===== src/tag_pkg.sv =====
// Purpose: Shared constants and types for the acquisition gating block
// Assumes: 40 MHz clk_sys, 12-bit converter codes
// Notes: Register indices map to byte address index * 4
package tag_pkg;
  localparam int DW = 12;
  localparam int AW = 7;
  localparam int IW = 5;
  localparam int CLK_NS = 25;
  // Register indices
  localparam logic [IW-1:0] IDX_CTRL1 = 5'h01;
  localparam logic [IW-1:0] IDX_CTRL2 = 5'h02;
  localparam logic [IW-1:0] IDX_LIM = 5'h04;
  localparam logic [IW-1:0] IDX_STAT = 5'h0C;
  localparam logic [IW-1:0] IDX_MASK = 5'h0D;
  localparam logic [IW-1:0] IDX_RES = 5'h10;
  localparam int NRES = 11;
  localparam int NLIM = 8;
  // Control field positions
  localparam int C1_SER = 11;
  localparam int C1_CH_HI = 10;
  localparam int C1_CH_LO = 7;
  localparam int C1_MD_HI = 1;
  localparam int C1_MD_LO = 0;
  localparam int C2_ACQ_HI = 9;
  localparam int C2_ACQ_LO = 8;
  localparam int C2_FCD_HI = 5;
  localparam int C2_FCD_LO = 4;
  localparam int C2_POL = 3;
  localparam logic [DW-1:0] CTRL_RST = 12'h000;
  localparam logic [1:0] MODE_OFF = 2'h0;
  localparam logic [1:0] MODE_ONE = 2'h1;
  // Channel codes
  localparam logic [3:0] CH_XPOS = 4'h0;
  localparam logic [3:0] CH_YPOS = 4'h1;
  localparam logic [3:0] CH_Z2 = 4'h2;
  localparam logic [3:0] CH_AUX1 = 4'h3;
  localparam logic [3:0] CH_BAT1 = 4'h6;
  localparam logic [3:0] CH_BAT2 = 4'h7;
  localparam logic [3:0] CH_T1 = 4'h8;
  localparam logic [3:0] CH_T2 = 4'h9;
  localparam logic [3:0] CH_Z1 = 4'hA;
  // Timing, base figures scaled by 1, 2, 4, 8
  localparam int ACQ_NS = 400;
  localparam int FCD_NS = 1000;
  localparam int CW = 9;
  localparam logic [CW-1:0] ACQ_CYC = CW'((ACQ_NS + CLK_NS - 1) / CLK_NS);
  localparam logic [CW-1:0] FCD_CYC = CW'((FCD_NS + CLK_NS - 1) / CLK_NS);
  // Status bits
  localparam int SW = 5;
  localparam int ST_DONE = 0;
  localparam int ST_ALRT = 1;
  typedef struct packed {
    logic xp;
    logic xn;
    logic yp;
    logic yn;
  } tag_plate_t;
  typedef struct packed {
    logic [3:0] mux;
    logic ratio;
    logic bias_multi;
    logic track;
    logic start;
  } tag_adc_t;
  typedef enum logic [4:0] {
    S_IDLE = 5'b0_0001,
    S_FCD = 5'b0_0010,
    S_ACQ = 5'b0_0100,
    S_CONV = 5'b0_1000,
    S_STORE = 5'b1_0000
  } tag_state_t;
endpackage


===== src/tag_acq_gate.sv =====
// Purpose: Acquisition gating, channel switching and result storage
// Assumes: Avalon-MM slave, converter core on clk_sys
// Notes: Answers every access two edges after the request
//
// Decided for this implementation: the register addresses and the Avalon-MM register port.
module tag_acq_gate (
  input wire logic clk_sys,
  input wire logic rstn,
  input wire logic [tag_pkg::AW-1:0] avs_address,
  input wire logic avs_read,
  input wire logic avs_write,
  input wire logic [31:0] avs_writedata,
  output logic [31:0] avs_readdata,
  output logic avs_waitrequest,
  input wire logic acquisition_halt_input,
  input wire logic conv_done,
  input wire logic [tag_pkg::DW-1:0] conv_code,
  output tag_pkg::tag_plate_t plate,
  output tag_pkg::tag_adc_t adc,
  output logic irq
);
  import tag_pkg::*;

  logic [DW-1:0] ctrl1_r;
  logic [DW-1:0] ctrl2_r;
  logic [DW-1:0] lim_r [NLIM];
  logic [DW-1:0] res_r [NRES];
  logic [SW-1:0] stat_r;
  logic [SW-1:0] mask_r;
  logic [SW-1:0] stat_nxt;
  logic halt_s1_r;
  logic halt_s2_r;
  logic run_r;
  logic [CW-1:0] cnt_r;
  logic [CW-1:0] cnt_nxt;
  logic [DW-1:0] code_r;
  tag_state_t state_r;
  tag_state_t state_nxt;
  logic wait_r;
  logic [31:0] rdata_r;
  tag_plate_t plate_r;
  tag_plate_t plate_nxt;
  tag_adc_t adc_r;
  tag_adc_t adc_nxt;
  logic irq_r;

  // Decode
  wire [IW-1:0] idx = avs_address[AW-1:2];
  wire req = avs_read | avs_write;
  wire wr_go = avs_write & ~wait_r;
  wire wr_c1 = wr_go & (idx == IDX_CTRL1);
  wire wr_c2 = wr_go & (idx == IDX_CTRL2);
  wire wr_st = wr_go & (idx == IDX_STAT);
  wire wr_mk = wr_go & (idx == IDX_MASK);
  wire [DW-1:0] wdata = avs_writedata[DW-1:0];
  wire [1:0] wmode = wdata[C1_MD_HI:C1_MD_LO];
  wire [3:0] chan = ctrl1_r[C1_CH_HI:C1_CH_LO];
  wire [1:0] mode = ctrl1_r[C1_MD_HI:C1_MD_LO];
  wire halt_polarity_select = ctrl2_r[C2_POL];
  wire [1:0] acq_sel = ctrl2_r[C2_ACQ_HI:C2_ACQ_LO];
  wire [1:0] fcd_sel = ctrl2_r[C2_FCD_HI:C2_FCD_LO];
  wire [CW-1:0] acq_load = CW'((ACQ_CYC << acq_sel) - 1'b1);
  wire [CW-1:0] fcd_load = CW'((FCD_CYC << fcd_sel) - 1'b1);
  wire cnt_zero = (cnt_r == '0);

  // Halt level per polarity, every channel alike
  wire halt_act = halt_polarity_select ? halt_s2_r : ~halt_s2_r;

  // Result slot is the channel code
  wire [3:0] res_idx = chan;
  wire res_ok = (chan < 4'(NRES));

  // Limit pair for checked channels, single-bias diode only
  wire lim_hit = (chan == CH_AUX1) | (chan == CH_BAT1) |
    (chan == CH_BAT2) | (chan == CH_T1);
  wire [1:0] lim_k = (chan == CH_AUX1) ? 2'd0 :
    (chan == CH_BAT1) ? 2'd1 :
    (chan == CH_BAT2) ? 2'd2 : 2'd3;
  wire [DW-1:0] lim_hi = lim_r[{lim_k, 1'b0}];
  wire [DW-1:0] lim_lo = lim_r[{lim_k, 1'b1}];
  wire out_lim = lim_hit & ((code_r > lim_hi) | (code_r < lim_lo));
  wire stored = (state_r == S_STORE);

  // Sticky events, set wins over clear
  logic [SW-1:0] ev;
  always_comb begin
    ev = '0;
    ev[ST_DONE] = stored;
    ev[ST_ALRT + 32'(lim_k)] = stored & out_lim;
  end
  wire [SW-1:0] clr = wr_st ? wdata[SW-1:0] : '0;
  assign stat_nxt = (stat_r & ~clr) | ev;
  wire [SW-1:0] mask_nxt = wr_mk ? wdata[SW-1:0] : mask_r;

  // Read mux
  wire [IW-1:0] ridx = idx - IDX_RES;
  wire [IW-1:0] lidx = idx - IDX_LIM;
  wire in_res = (idx >= IDX_RES) & (ridx < IW'(NRES));
  wire in_lim = (idx >= IDX_LIM) & (lidx < IW'(NLIM));
  wire [DW-1:0] rd_val =
    (idx == IDX_CTRL1) ? ctrl1_r :
    (idx == IDX_CTRL2) ? ctrl2_r :
    (idx == IDX_STAT) ? DW'(stat_r) :
    (idx == IDX_MASK) ? DW'(mask_r) :
    in_lim ? lim_r[lidx[2:0]] :
    in_res ? res_r[ridx[3:0]] : '0;

  // Sequencer
  always_comb begin
    state_nxt = state_r;
    cnt_nxt = cnt_r;
    case (state_r)
      S_IDLE: begin
        if (run_r) begin
          state_nxt = S_FCD;
          cnt_nxt = fcd_load;
        end
      end
      S_FCD: begin
        // Halt has no say during the delay
        if (!run_r) begin
          state_nxt = S_IDLE;
        end else if (cnt_zero) begin
          state_nxt = S_ACQ;
          cnt_nxt = acq_load;
        end else begin
          cnt_nxt = cnt_r - 1'b1;
        end
      end
      S_ACQ: begin
        if (!run_r) begin
          state_nxt = S_IDLE;
        end else if (halt_act) begin
          cnt_nxt = acq_load;
        end else if (cnt_zero) begin
          state_nxt = S_CONV;
        end else begin
          cnt_nxt = cnt_r - 1'b1;
        end
      end
      S_CONV: begin
        if (conv_done) begin
          state_nxt = S_STORE;
        end
      end
      S_STORE: begin
        state_nxt = S_IDLE;
        if (run_r && mode != MODE_ONE) begin
          state_nxt = S_ACQ;
          cnt_nxt = acq_load;
        end
      end
      default: begin
        state_nxt = S_IDLE;
      end
    endcase
  end

  // Plate switches per channel
  wire active = (state_nxt != S_IDLE);
  wire is_z = (chan == CH_Z1) | (chan == CH_Z2);
  always_comb begin
    plate_nxt = '0;
    if (active) begin
      if (is_z) begin
        plate_nxt.yp = 1'b1;
        plate_nxt.xn = 1'b1;
      end else if (chan == CH_XPOS) begin
        plate_nxt.xp = 1'b1;
        plate_nxt.xn = 1'b1;
      end else if (chan == CH_YPOS) begin
        plate_nxt.yp = 1'b1;
        plate_nxt.yn = 1'b1;
      end
    end
  end

  // Converter front-end controls
  always_comb begin
    adc_nxt.mux = chan;
    adc_nxt.ratio = ~ctrl1_r[C1_SER];
    adc_nxt.bias_multi = (chan == CH_T2);
    adc_nxt.track = (state_nxt == S_ACQ) & ~halt_act;
    adc_nxt.start = (state_r == S_ACQ) & (state_nxt == S_CONV);
  end

  // Halt synchroniser
  always_ff @(posedge clk_sys or negedge rstn) begin
    if (!rstn) begin
      halt_s1_r <= 1'b0;
      halt_s2_r <= 1'b0;
    end else begin
      halt_s1_r <= acquisition_halt_input;
      halt_s2_r <= halt_s1_r;
    end
  end

  // Control registers
  always_ff @(posedge clk_sys or negedge rstn) begin
    if (!rstn) begin
      ctrl1_r <= CTRL_RST;
      ctrl2_r <= CTRL_RST;
      mask_r <= '0;
      stat_r <= '0;
    end else begin
      if (wr_c1) ctrl1_r <= wdata;
      if (wr_c2) ctrl2_r <= wdata;
      if (wr_mk) mask_r <= wdata[SW-1:0];
      stat_r <= stat_nxt;
    end
  end

  // Run control
  always_ff @(posedge clk_sys or negedge rstn) begin
    if (!rstn) begin
      run_r <= 1'b0;
    end else if (wr_c1) begin
      run_r <= (wmode != MODE_OFF);
    end else if (stored && mode == MODE_ONE) begin
      run_r <= 1'b0;
    end
  end

  // Sequencer state
  always_ff @(posedge clk_sys or negedge rstn) begin
    if (!rstn) begin
      state_r <= S_IDLE;
      cnt_r <= '0;
      code_r <= '0;
    end else begin
      state_r <= state_nxt;
      cnt_r <= cnt_nxt;
      if (state_r == S_CONV && conv_done) code_r <= conv_code;
    end
  end

  // Limit and result registers
  genvar gi;
  generate
    for (gi = 0; gi < NLIM; gi++) begin : g_lim
      always_ff @(posedge clk_sys or negedge rstn) begin
        if (!rstn) begin
          lim_r[gi] <= '0;
        end else if (wr_go && idx == IDX_LIM + IW'(gi)) begin
          lim_r[gi] <= wdata;
        end
      end
    end
    for (gi = 0; gi < NRES; gi++) begin : g_res
      always_ff @(posedge clk_sys or negedge rstn) begin
        if (!rstn) begin
          res_r[gi] <= '0;
        end else if (stored && res_ok && res_idx == 4'(gi)) begin
          res_r[gi] <= code_r;
        end
      end
    end
  endgenerate

  // Bus answer and outputs
  always_ff @(posedge clk_sys or negedge rstn) begin
    if (!rstn) begin
      wait_r <= 1'b1;
      rdata_r <= '0;
      plate_r <= '0;
      adc_r <= '0;
      irq_r <= 1'b0;
    end else begin
      wait_r <= ~(req & wait_r);
      if (avs_read && wait_r) rdata_r <= 32'(rd_val);
      plate_r <= plate_nxt;
      adc_r <= adc_nxt;
      irq_r <= |(stat_nxt & mask_nxt);
    end
  end

  assign avs_waitrequest = wait_r;
  assign avs_readdata = rdata_r;
  assign plate = plate_r;
  assign adc = adc_r;
  assign irq = irq_r;
endmodule // tag_acq_gate


===== config.mk =====
export PLATFORM = sky130hd
export DESIGN_NAME = tag_acq_gate
export DESIGN_NICKNAME = d
export VERILOG_FILES = /design/src/tag_pkg.sv /design/src/tag_acq_gate.sv
export SDC_FILE = /design/constraint.sdc
export NUM_CORES = 1
export LEC_CHECK = 0
export ABC_AREA = 0
export BUFFER_PORTS_ARGS = -buffer_cell sky130_fd_sc_hd__buf_4
export CAP_MARGIN = 10
export CORE_UTILIZATION = 41
export CTS_BUF_LIST = sky130_fd_sc_hd__clkbuf_16
export CTS_CLUSTER_SIZE = 20
export DETAILED_ROUTE_END_ITERATION = 8
export PLACE_DENSITY = 0.67
export SLEW_MARGIN = 10
export SYNTH_ARGS = -nofsm -noshare
export SYNTH_HDL_FRONTEND = slang
export SYNTH_SLANG_ARGS = --single-unit
export TNS_END_PERCENT = 5

===== constraint.sdc =====
create_clock -name clk_sys -period 3.1 [get_ports clk_sys]
set_input_delay 0.62 -clock clk_sys [delete_from_list [all_inputs] [get_ports clk_sys]]
set_output_delay 0.62 -clock clk_sys [all_outputs]
set_load 0.005 [all_outputs]

# --- Yosys cells after proc, flatten, opt, wreduce, memory -nomap -nowiden ---
# Cells that the tools add are included.
# W data, S select, Z words.
totals:
  elab_cells: 215
  ff_bits: 317
  output_inout_bits: 46
classes:
  addsub: 6
  n_eq_ne: 37
  muxes: 53
  reduce_logical: 32
  bitwise_logic: 31
  n_shift: 2
  order_cmp: 13
ops:
  columns: ["operator", "count"]
  rows:
  - ["$mux W12", 14]
  - ["$bmux W12 S3", 3]
  - ["$mux W9", 7]
  - ["$bmux W12 S4", 1]
  - ["$mux W5", 9]
  - ["$eq A5 B4 Y1 const B", 8]
  - ["$pmux W9 S4", 1]
  - ["$eq A5 B3 Y1 const B", 6]
  - ["$sub A9 B1 Y9 const B", 3]
  - ["$logic_and A1 B1 Y1", 25]
  - ["$pmux W5 S5", 1]
  - ["$eq A4 B3 Y1 const B", 4]
  - ["$and A1 B1 Y1", 12]
  - ["$eq A4 B4 Y1 const B", 3]
  - ["$ge A4 B4 Y1 const B", 3]
  - ["$gt A12 B12 Y1", 1]
  - ["$lt A12 B12 Y1", 1]
  - ["$mux W2", 6]
  - ["$not A3 Y4", 3]
  - ["$and A5 B5 Y5", 2]
  - ["$eq A5 B1 Y1 const B", 2]
  - ["$eq A5 B2 Y1 const B", 2]
  - ["$ge A5 B5 Y1 const B", 2]
  - ["$lt A5 B4 Y1 const B", 2]
  - ["other kinds (33)", 53]

# --- Logic depth before layout (Yosys ltp) ---
depth:
  word_depth: 16
  depth_mapped: 14
  depth_no_buf: 12

# --- Least setup slack after synthesis ---
# OpenSTA, ideal clock, no wires.
synth_path:
  path_type: "register -> register"
  from: "reg ctrl1_r[10]"
  to: "reg irq_r, in the netlist irq"
  period_less_slack_ns: 3.125
  arrival_ns: 2.999
  slack_ns: -0.025
  stages_incl_launch_ff: 13
  required_ns: 2.974
  path_cell_list: "dfrtp_1 buf_2 nand2b_1 nor2_1 clkbuf_1 o221ai_1 ha_1 nor2b_1 o211ai_1 a21oi_1 a2111oi_0 o32ai_1 a221o_1"
synth_between:
  elab_chain_len: 16
synth_lines:
  columns: ["item", "line_no", "text"]
  rows:
  - ["start, declared", "tag_acq_gate.sv:24", "logic [DW-1:0] ctrl1_r;"]
  - ["start signal, assigned", "tag_acq_gate.sv:206", "if (wr_c1) ctrl1_r <= wdata;"]
  - ["$eq A4 B3 Y1", "tag_acq_gate.sv:75, tag_acq_gate.sv:78", null]
  - ["$mux W1", "tag_acq_gate.sv:78", "(chan == CH_BAT2) ? 2'd2 : 2'd3;"]
  - ["$mux W2", "tag_acq_gate.sv:77", "(chan == CH_BAT1) ? 2'd1 :"]
  - ["$mux W2", "tag_acq_gate.sv:76", "wire [1:0] lim_k = (chan == CH_AUX1) ? 2'd0 :"]
  - ["$not A3 Y4, on equally long branches", "tag_acq_gate.sv:79, tag_acq_gate.sv:80", null]
  - ["$bmux W12 S3, on equally long branches", "tag_acq_gate.sv:79, tag_acq_gate.sv:80", null]
  - ["$mux W12, on equally long branches (2 in series)", "tag_acq_gate.sv:79, tag_acq_gate.sv:80", null]
  - ["$gt A12 B12 Y1 or $lt A12 B12 Y1 (tied branches)", "tag_acq_gate.sv:81", "wire out_lim = lim_hit & ((code_r > lim_hi) | (code_r < lim_lo));"]
  - ["$or A1 B1 Y1", "tag_acq_gate.sv:81", null]
  - ["$and A1 B1 Y1", "tag_acq_gate.sv:81", null]
  - ["$and A1 B1 Y1", "tag_acq_gate.sv:89", "ev[ST_ALRT + 32'(lim_k)] = stored & out_lim;"]
  - ["$bwmux W5 (*)", "tag_acq_gate.sv:89", null]
  - ["$or A5 B5 Y5 (*)", "tag_acq_gate.sv:92", "assign stat_nxt = (stat_r & ~clr) | ev;"]
  - ["$and A5 B5 Y5 (*)", "tag_acq_gate.sv:273", "irq_r <= |(stat_nxt & mask_nxt);"]
  - ["$reduce_or A5 Y1 (*)", "tag_acq_gate.sv:273", null]
  - ["end signal, assigned", "tag_acq_gate.sv:273", null]
  - ["end, declared", "tag_acq_gate.sv:45", "logic irq_r;"]
# Mark *: on every way between the ends. The rest lies on a longest branch, timed or not. The select of a mux whose other input is x is not followed.
# A chain may end at the register's enable or synchronous reset.

# --- Final worst setup path ---
layout_path:
  from: "reg ctrl1_r[10]"
  to: "reg stat_r[1]"
layout_between:
  elab_chain_len: 14
layout_lines:
  columns: ["item", "line_no", "text"]
  rows:
  - ["$eq A4 B3 Y1", "tag_acq_gate.sv:75, tag_acq_gate.sv:78", null]
  - ["$mux W1", "tag_acq_gate.sv:78", null]
  - ["$mux W2", "tag_acq_gate.sv:77", null]
  - ["$mux W2", "tag_acq_gate.sv:76", null]
  - ["$not A3 Y4, on equally long branches", "tag_acq_gate.sv:79, tag_acq_gate.sv:80", null]
  - ["$bmux W12 S3, on equally long branches", "tag_acq_gate.sv:79, tag_acq_gate.sv:80", null]
  - ["$mux W12, on equally long branches (2 in series)", "tag_acq_gate.sv:79, tag_acq_gate.sv:80", null]
  - ["$gt A12 B12 Y1 or $lt A12 B12 Y1 (tied branches)", "tag_acq_gate.sv:81", null]
  - ["$or A1 B1 Y1", "tag_acq_gate.sv:81", null]
  - ["$and A1 B1 Y1", "tag_acq_gate.sv:81", null]
  - ["$and A1 B1 Y1", "tag_acq_gate.sv:89", null]
  - ["$bwmux W5 (*)", "tag_acq_gate.sv:89", null]
  - ["$or A5 B5 Y5 (*)", "tag_acq_gate.sv:92", null]
  - ["named net stat_nxt[1]", "tag_acq_gate.sv:30", "logic [SW-1:0] stat_nxt;"]
  - ["end signal, assigned", "tag_acq_gate.sv:209", "stat_r <= stat_nxt;"]
  - ["end, declared", "tag_acq_gate.sv:28", "logic [SW-1:0] stat_r;"]
# Mark *: on every way through the listed nets, which the timed path passes. The rest lies on a longest branch. The select of a mux whose other input is x is not followed.

==> run_results.csv <==
group,metric,value,unit
run_status,status,"complete, no violations",
detailed_routing,ant_nets,0,
detailed_routing,wirelength,43.9,mm
global_routing,grt_pass1_wl,66.7,mm
yosys,synth_fa_ha_area_frac,0.0266,
die,die_w,200,µm
yosys,synth-compound-area-share,0.0956,
final_layout,nNetsFinal,1524,
cts,clock_latency,0.54,ns
worst_hold_path,hp-class,"input pin to asynchronous set/reset pin",
global_routing,antenna_found_initial,0,
cts,cts.sinks,317,
cts,clk_pin_slew,0.06,ns
global_routing,grt_max_degree,75,
sta,final_max_slew_viol_count,0,
yosys,ys_seq_area_frac,0.496,
critical_path,startpoint_type,"flop",
die,io_pins,103,
yosys,avgSynthCellArea,11.9,µm²
cts,cts_tree,"done",
cts,clockBufferDepth,3,
yosys,yosysWarnings,0,
critical_path,cp.arrival,3.51,ns
detailed_routing,vias,11400,
critical_path,rr_startpoint,"ctrl1_r[10]",
detailed_routing,vias_per_cell,5.80,
die,die-area,0.0398,mm²
pwr,power.density,585,mW/mm²
sta,finalHoldViolCount,0,
sta,finalWorstPathRequiredPeriod,3.07,ns
yosys,synthArstFlopShare,1.00,
critical_path,worstReg2RegEnd,"stat_r[1]",
yosys,synth.distinct_cells,74,
critical_path,ff2ff_setup_slack,0.03,ns
yosys,yosys.area_share.simple,0.0924,
sta,rsz0062_at_grt,"yes",
detailed_routing,firstDrtPassIters,6,
critical_path,required,3.54,ns
detailed_routing,drt-initial-drc-count,1052,
detailed_routing,drc,0,
cts,cts_root_buf,"clkbuf_16",
die,start_util,0.421,
job,drv_cap,0,
yosys,syn_inst,1339,
placed_design,gp_congestion,0.965,
sta,maxSlewHeadroom,0.366,
global_routing,grt-ovfl-total,0,
yosys,ys_ff_latch,317,
global_routing,grt_pass1_vias,11300,
final_layout,fin_util,0.498,
die,core_area,0.0380,mm²
placed_design,dpl.hpwl,29.0,mm
die,num_rows,71,
placed_design,port_buffers,60,
detailed_routing,wl_per_cell,22.3,µm
critical_path,critical_path.max_fanout,7,
final_layout,area_growth,18.4,%
sta,worstMarginPinSlew,0.948,ns
yosys,synthXorXnorAreaFrac,0.00493,
cts,cts_buffers,36,
sta,setup_tns,0,ns
sta,fmax,326,MHz
yosys,synthesis.area,0.0160,mm²
sta,fin_skew,0.0170,ns
critical_path,end_kind,"flop",
global_routing,globalRouteTotalUtil,0.222,
yosys,synth_top_family_by_area,"multiplexers",
yosys,synth_ff_type,"dfrtp_1",
sta,setup_viol,0,
critical_path,path_class,"flop to flop",
cts,htreeDepth,2,
cts,cts_hold_buf,0,
yosys,synth_mux_area_frac,0.245,
yosys,synth_edf_count,0,
final_layout,drive_above_1_share,0.362,
die,die_height,200,µm
pwr,leakagePower,0.00883,µW
critical_path,reg2regPathDepth,13,
pwr,max-vdd-ir-drop,0.000373,V
sta,fin_crit_sh,0.991,
pwr,power,11100,µW
[logic make-up after synthesis]
kind of cell | count (synthesis)
AND/OR/NAND/NOR | 312
adder cells (fa/ha/maj) | 34
buffers and inverters | 134
AO/OA/AOI/OAI | 229
other | 1
multiplexers | 303
flip-flops | 317
XOR/XNOR | 9
[stage by stage]
| stage | instance area [µm²] | cells | setup slack, ns | hold WS (ns) |
|---|---|---|---|---|
| after global placement | 17200 | 1883 | -0.130 | 0.345 |
| after floorplan | 16100 | 1358 | 0.0260 | 0.324 |
| after global routing | 18900 | 1969 | -0.0465 | 0.0600 |
| after CTS | 18400 | 1946 | 0.00463 | 0.0353 |
| after detailed placement | 17200 | 1883 | -0.188 | 0.351 |
| final | 18900 | 1970 | 0.0279 | 0.0229 |
[worst max path at each step]
stage                      from         to
floorplan            ctrl1_r[9]        irq
global placement    ctrl1_r[10]        irq
detailed placement  ctrl1_r[10]        irq
CTS                  ctrl1_r[7]        irq
global route         ctrl1_r[9]  stat_r[1]
finish              ctrl1_r[10]  stat_r[1]
[cells in the final DEF (no fill, tap or decap), types with 6 or more instances in the layout]
master	synthesis	routed
nand3_1	41	37
o21ai_0	76	76
o221ai_1	31	18
nor3_1	7	6
o221ai_2	1	14
mux2i_1	32	32
nor2b_1	12	11
o21ai_1	9	8
conb_1	1	20
and2_1	9	9
and3_1	11	11
dfrtp_1	315	313
buf_4	21	128
o211ai_1	10	10
buf_6	3	8
buf_12	0	10
mux4_2	48	48
a21oi_1	45	39
nand2_1	146	145
nor2_1	46	42
a21oi_2	1	6
mux2_2	219	219
inv_1	17	25
a221o_1	9	9
clkbuf_16	0	40
ha_1	34	33
clkinv_1	0	8
[timing repair]
action,4_1_cts,5_1_grt
gates cloned,0,5
pin swaps,0,34
endpoints found under the setup margin,5,5
gates resized for setup,10,54
setup buffers,0,18
[registers in the layout, indices dropped and copies added, names as in the netlist]
| name | cells |
|---|---|
| halt_s1_r | 1 |
| plate | 4 |
| run_r | 1 |
| irq | 1 |
| mask_r | 5 |
| ctrl1_r | 12 |
| halt_s2_r | 1 |
| state_r | 5 |
| code_r | 12 |
| avs_readdata | 12 |
| lim_r | 96 |
| res_r | 132 |
| stat_r | 5 |
| ctrl2_r | 12 |
| avs_waitrequest | 1 |
| cnt_r | 9 |
| adc | 8 |
[cells in the mapped netlist (7+ instances only)]
master	count	share of area
buf_1	16	0.0038
o211ai_1	10	0.0047
o221ai_1	31	0.017
buf_4	21	0.0099
o21ai_0	76	0.024
nand2_1	146	0.034
nor3_1	7	0.0022
clkbuf_1	52	0.012
mux4_2	48	0.068
nor2b_1	12	0.0047
dfrtp_1	315	0.49
and3_1	11	0.0043
a221o_1	9	0.0056
mux2i_1	32	0.020
inv_1	17	0.0040
nor2_1	46	0.011
ha_1	34	0.027
nand3_1	41	0.013
mux2_2	219	0.15
buf_2	24	0.0075
and2_1	9	0.0035
a21oi_1	45	0.014
o21ai_1	9	0.0028
[layout make-up]
class	instances	area, µm²
repair buffers	153	1400
flip-flops and latches	317	7940
clock buffers	36	901
diodes	1	2.50
clock inverters	27	245
multi-input cells	907	7760
inverters	18	67.6
fillers	3320	19100
well taps	511	639
[power breakdown]
group | internal, µW | switching [µW] | total (µW)
sequential | 4510 | 355 | 4870
combinational | 946 | 1090 | 2030
clock | 2460 | 1720 | 4180
[worst max-delay path, stage by stage (launching register included)]
cell and delay [ns]:
dfrtp_2 0.44, buf_6 0.14, nor2_4 0.18, buf_8 0.16, buf_6 0.13, nand2_1 0.07, nand3_2 0.07, o221ai_2 0.08
ha_1 0.35, nand4_1 0.13, nor3_1 0.08, a2111o_1 0.41, o32a_1 0.47, o31ai_1 0.25
[metal layers]
metal	global-route usage	share of wire	vias to the layer above	wire length, µm
met5	0	0	-	0
met4	0.0659	0.025	0	1080
met3	0.0380	0.070	84	3080
met2	0.352	0.47	472	20500
met1	0.310	0.44	5827	19200
li1	-	-	5050	-
Note: power is estimated with default switching activity, not from simulation.
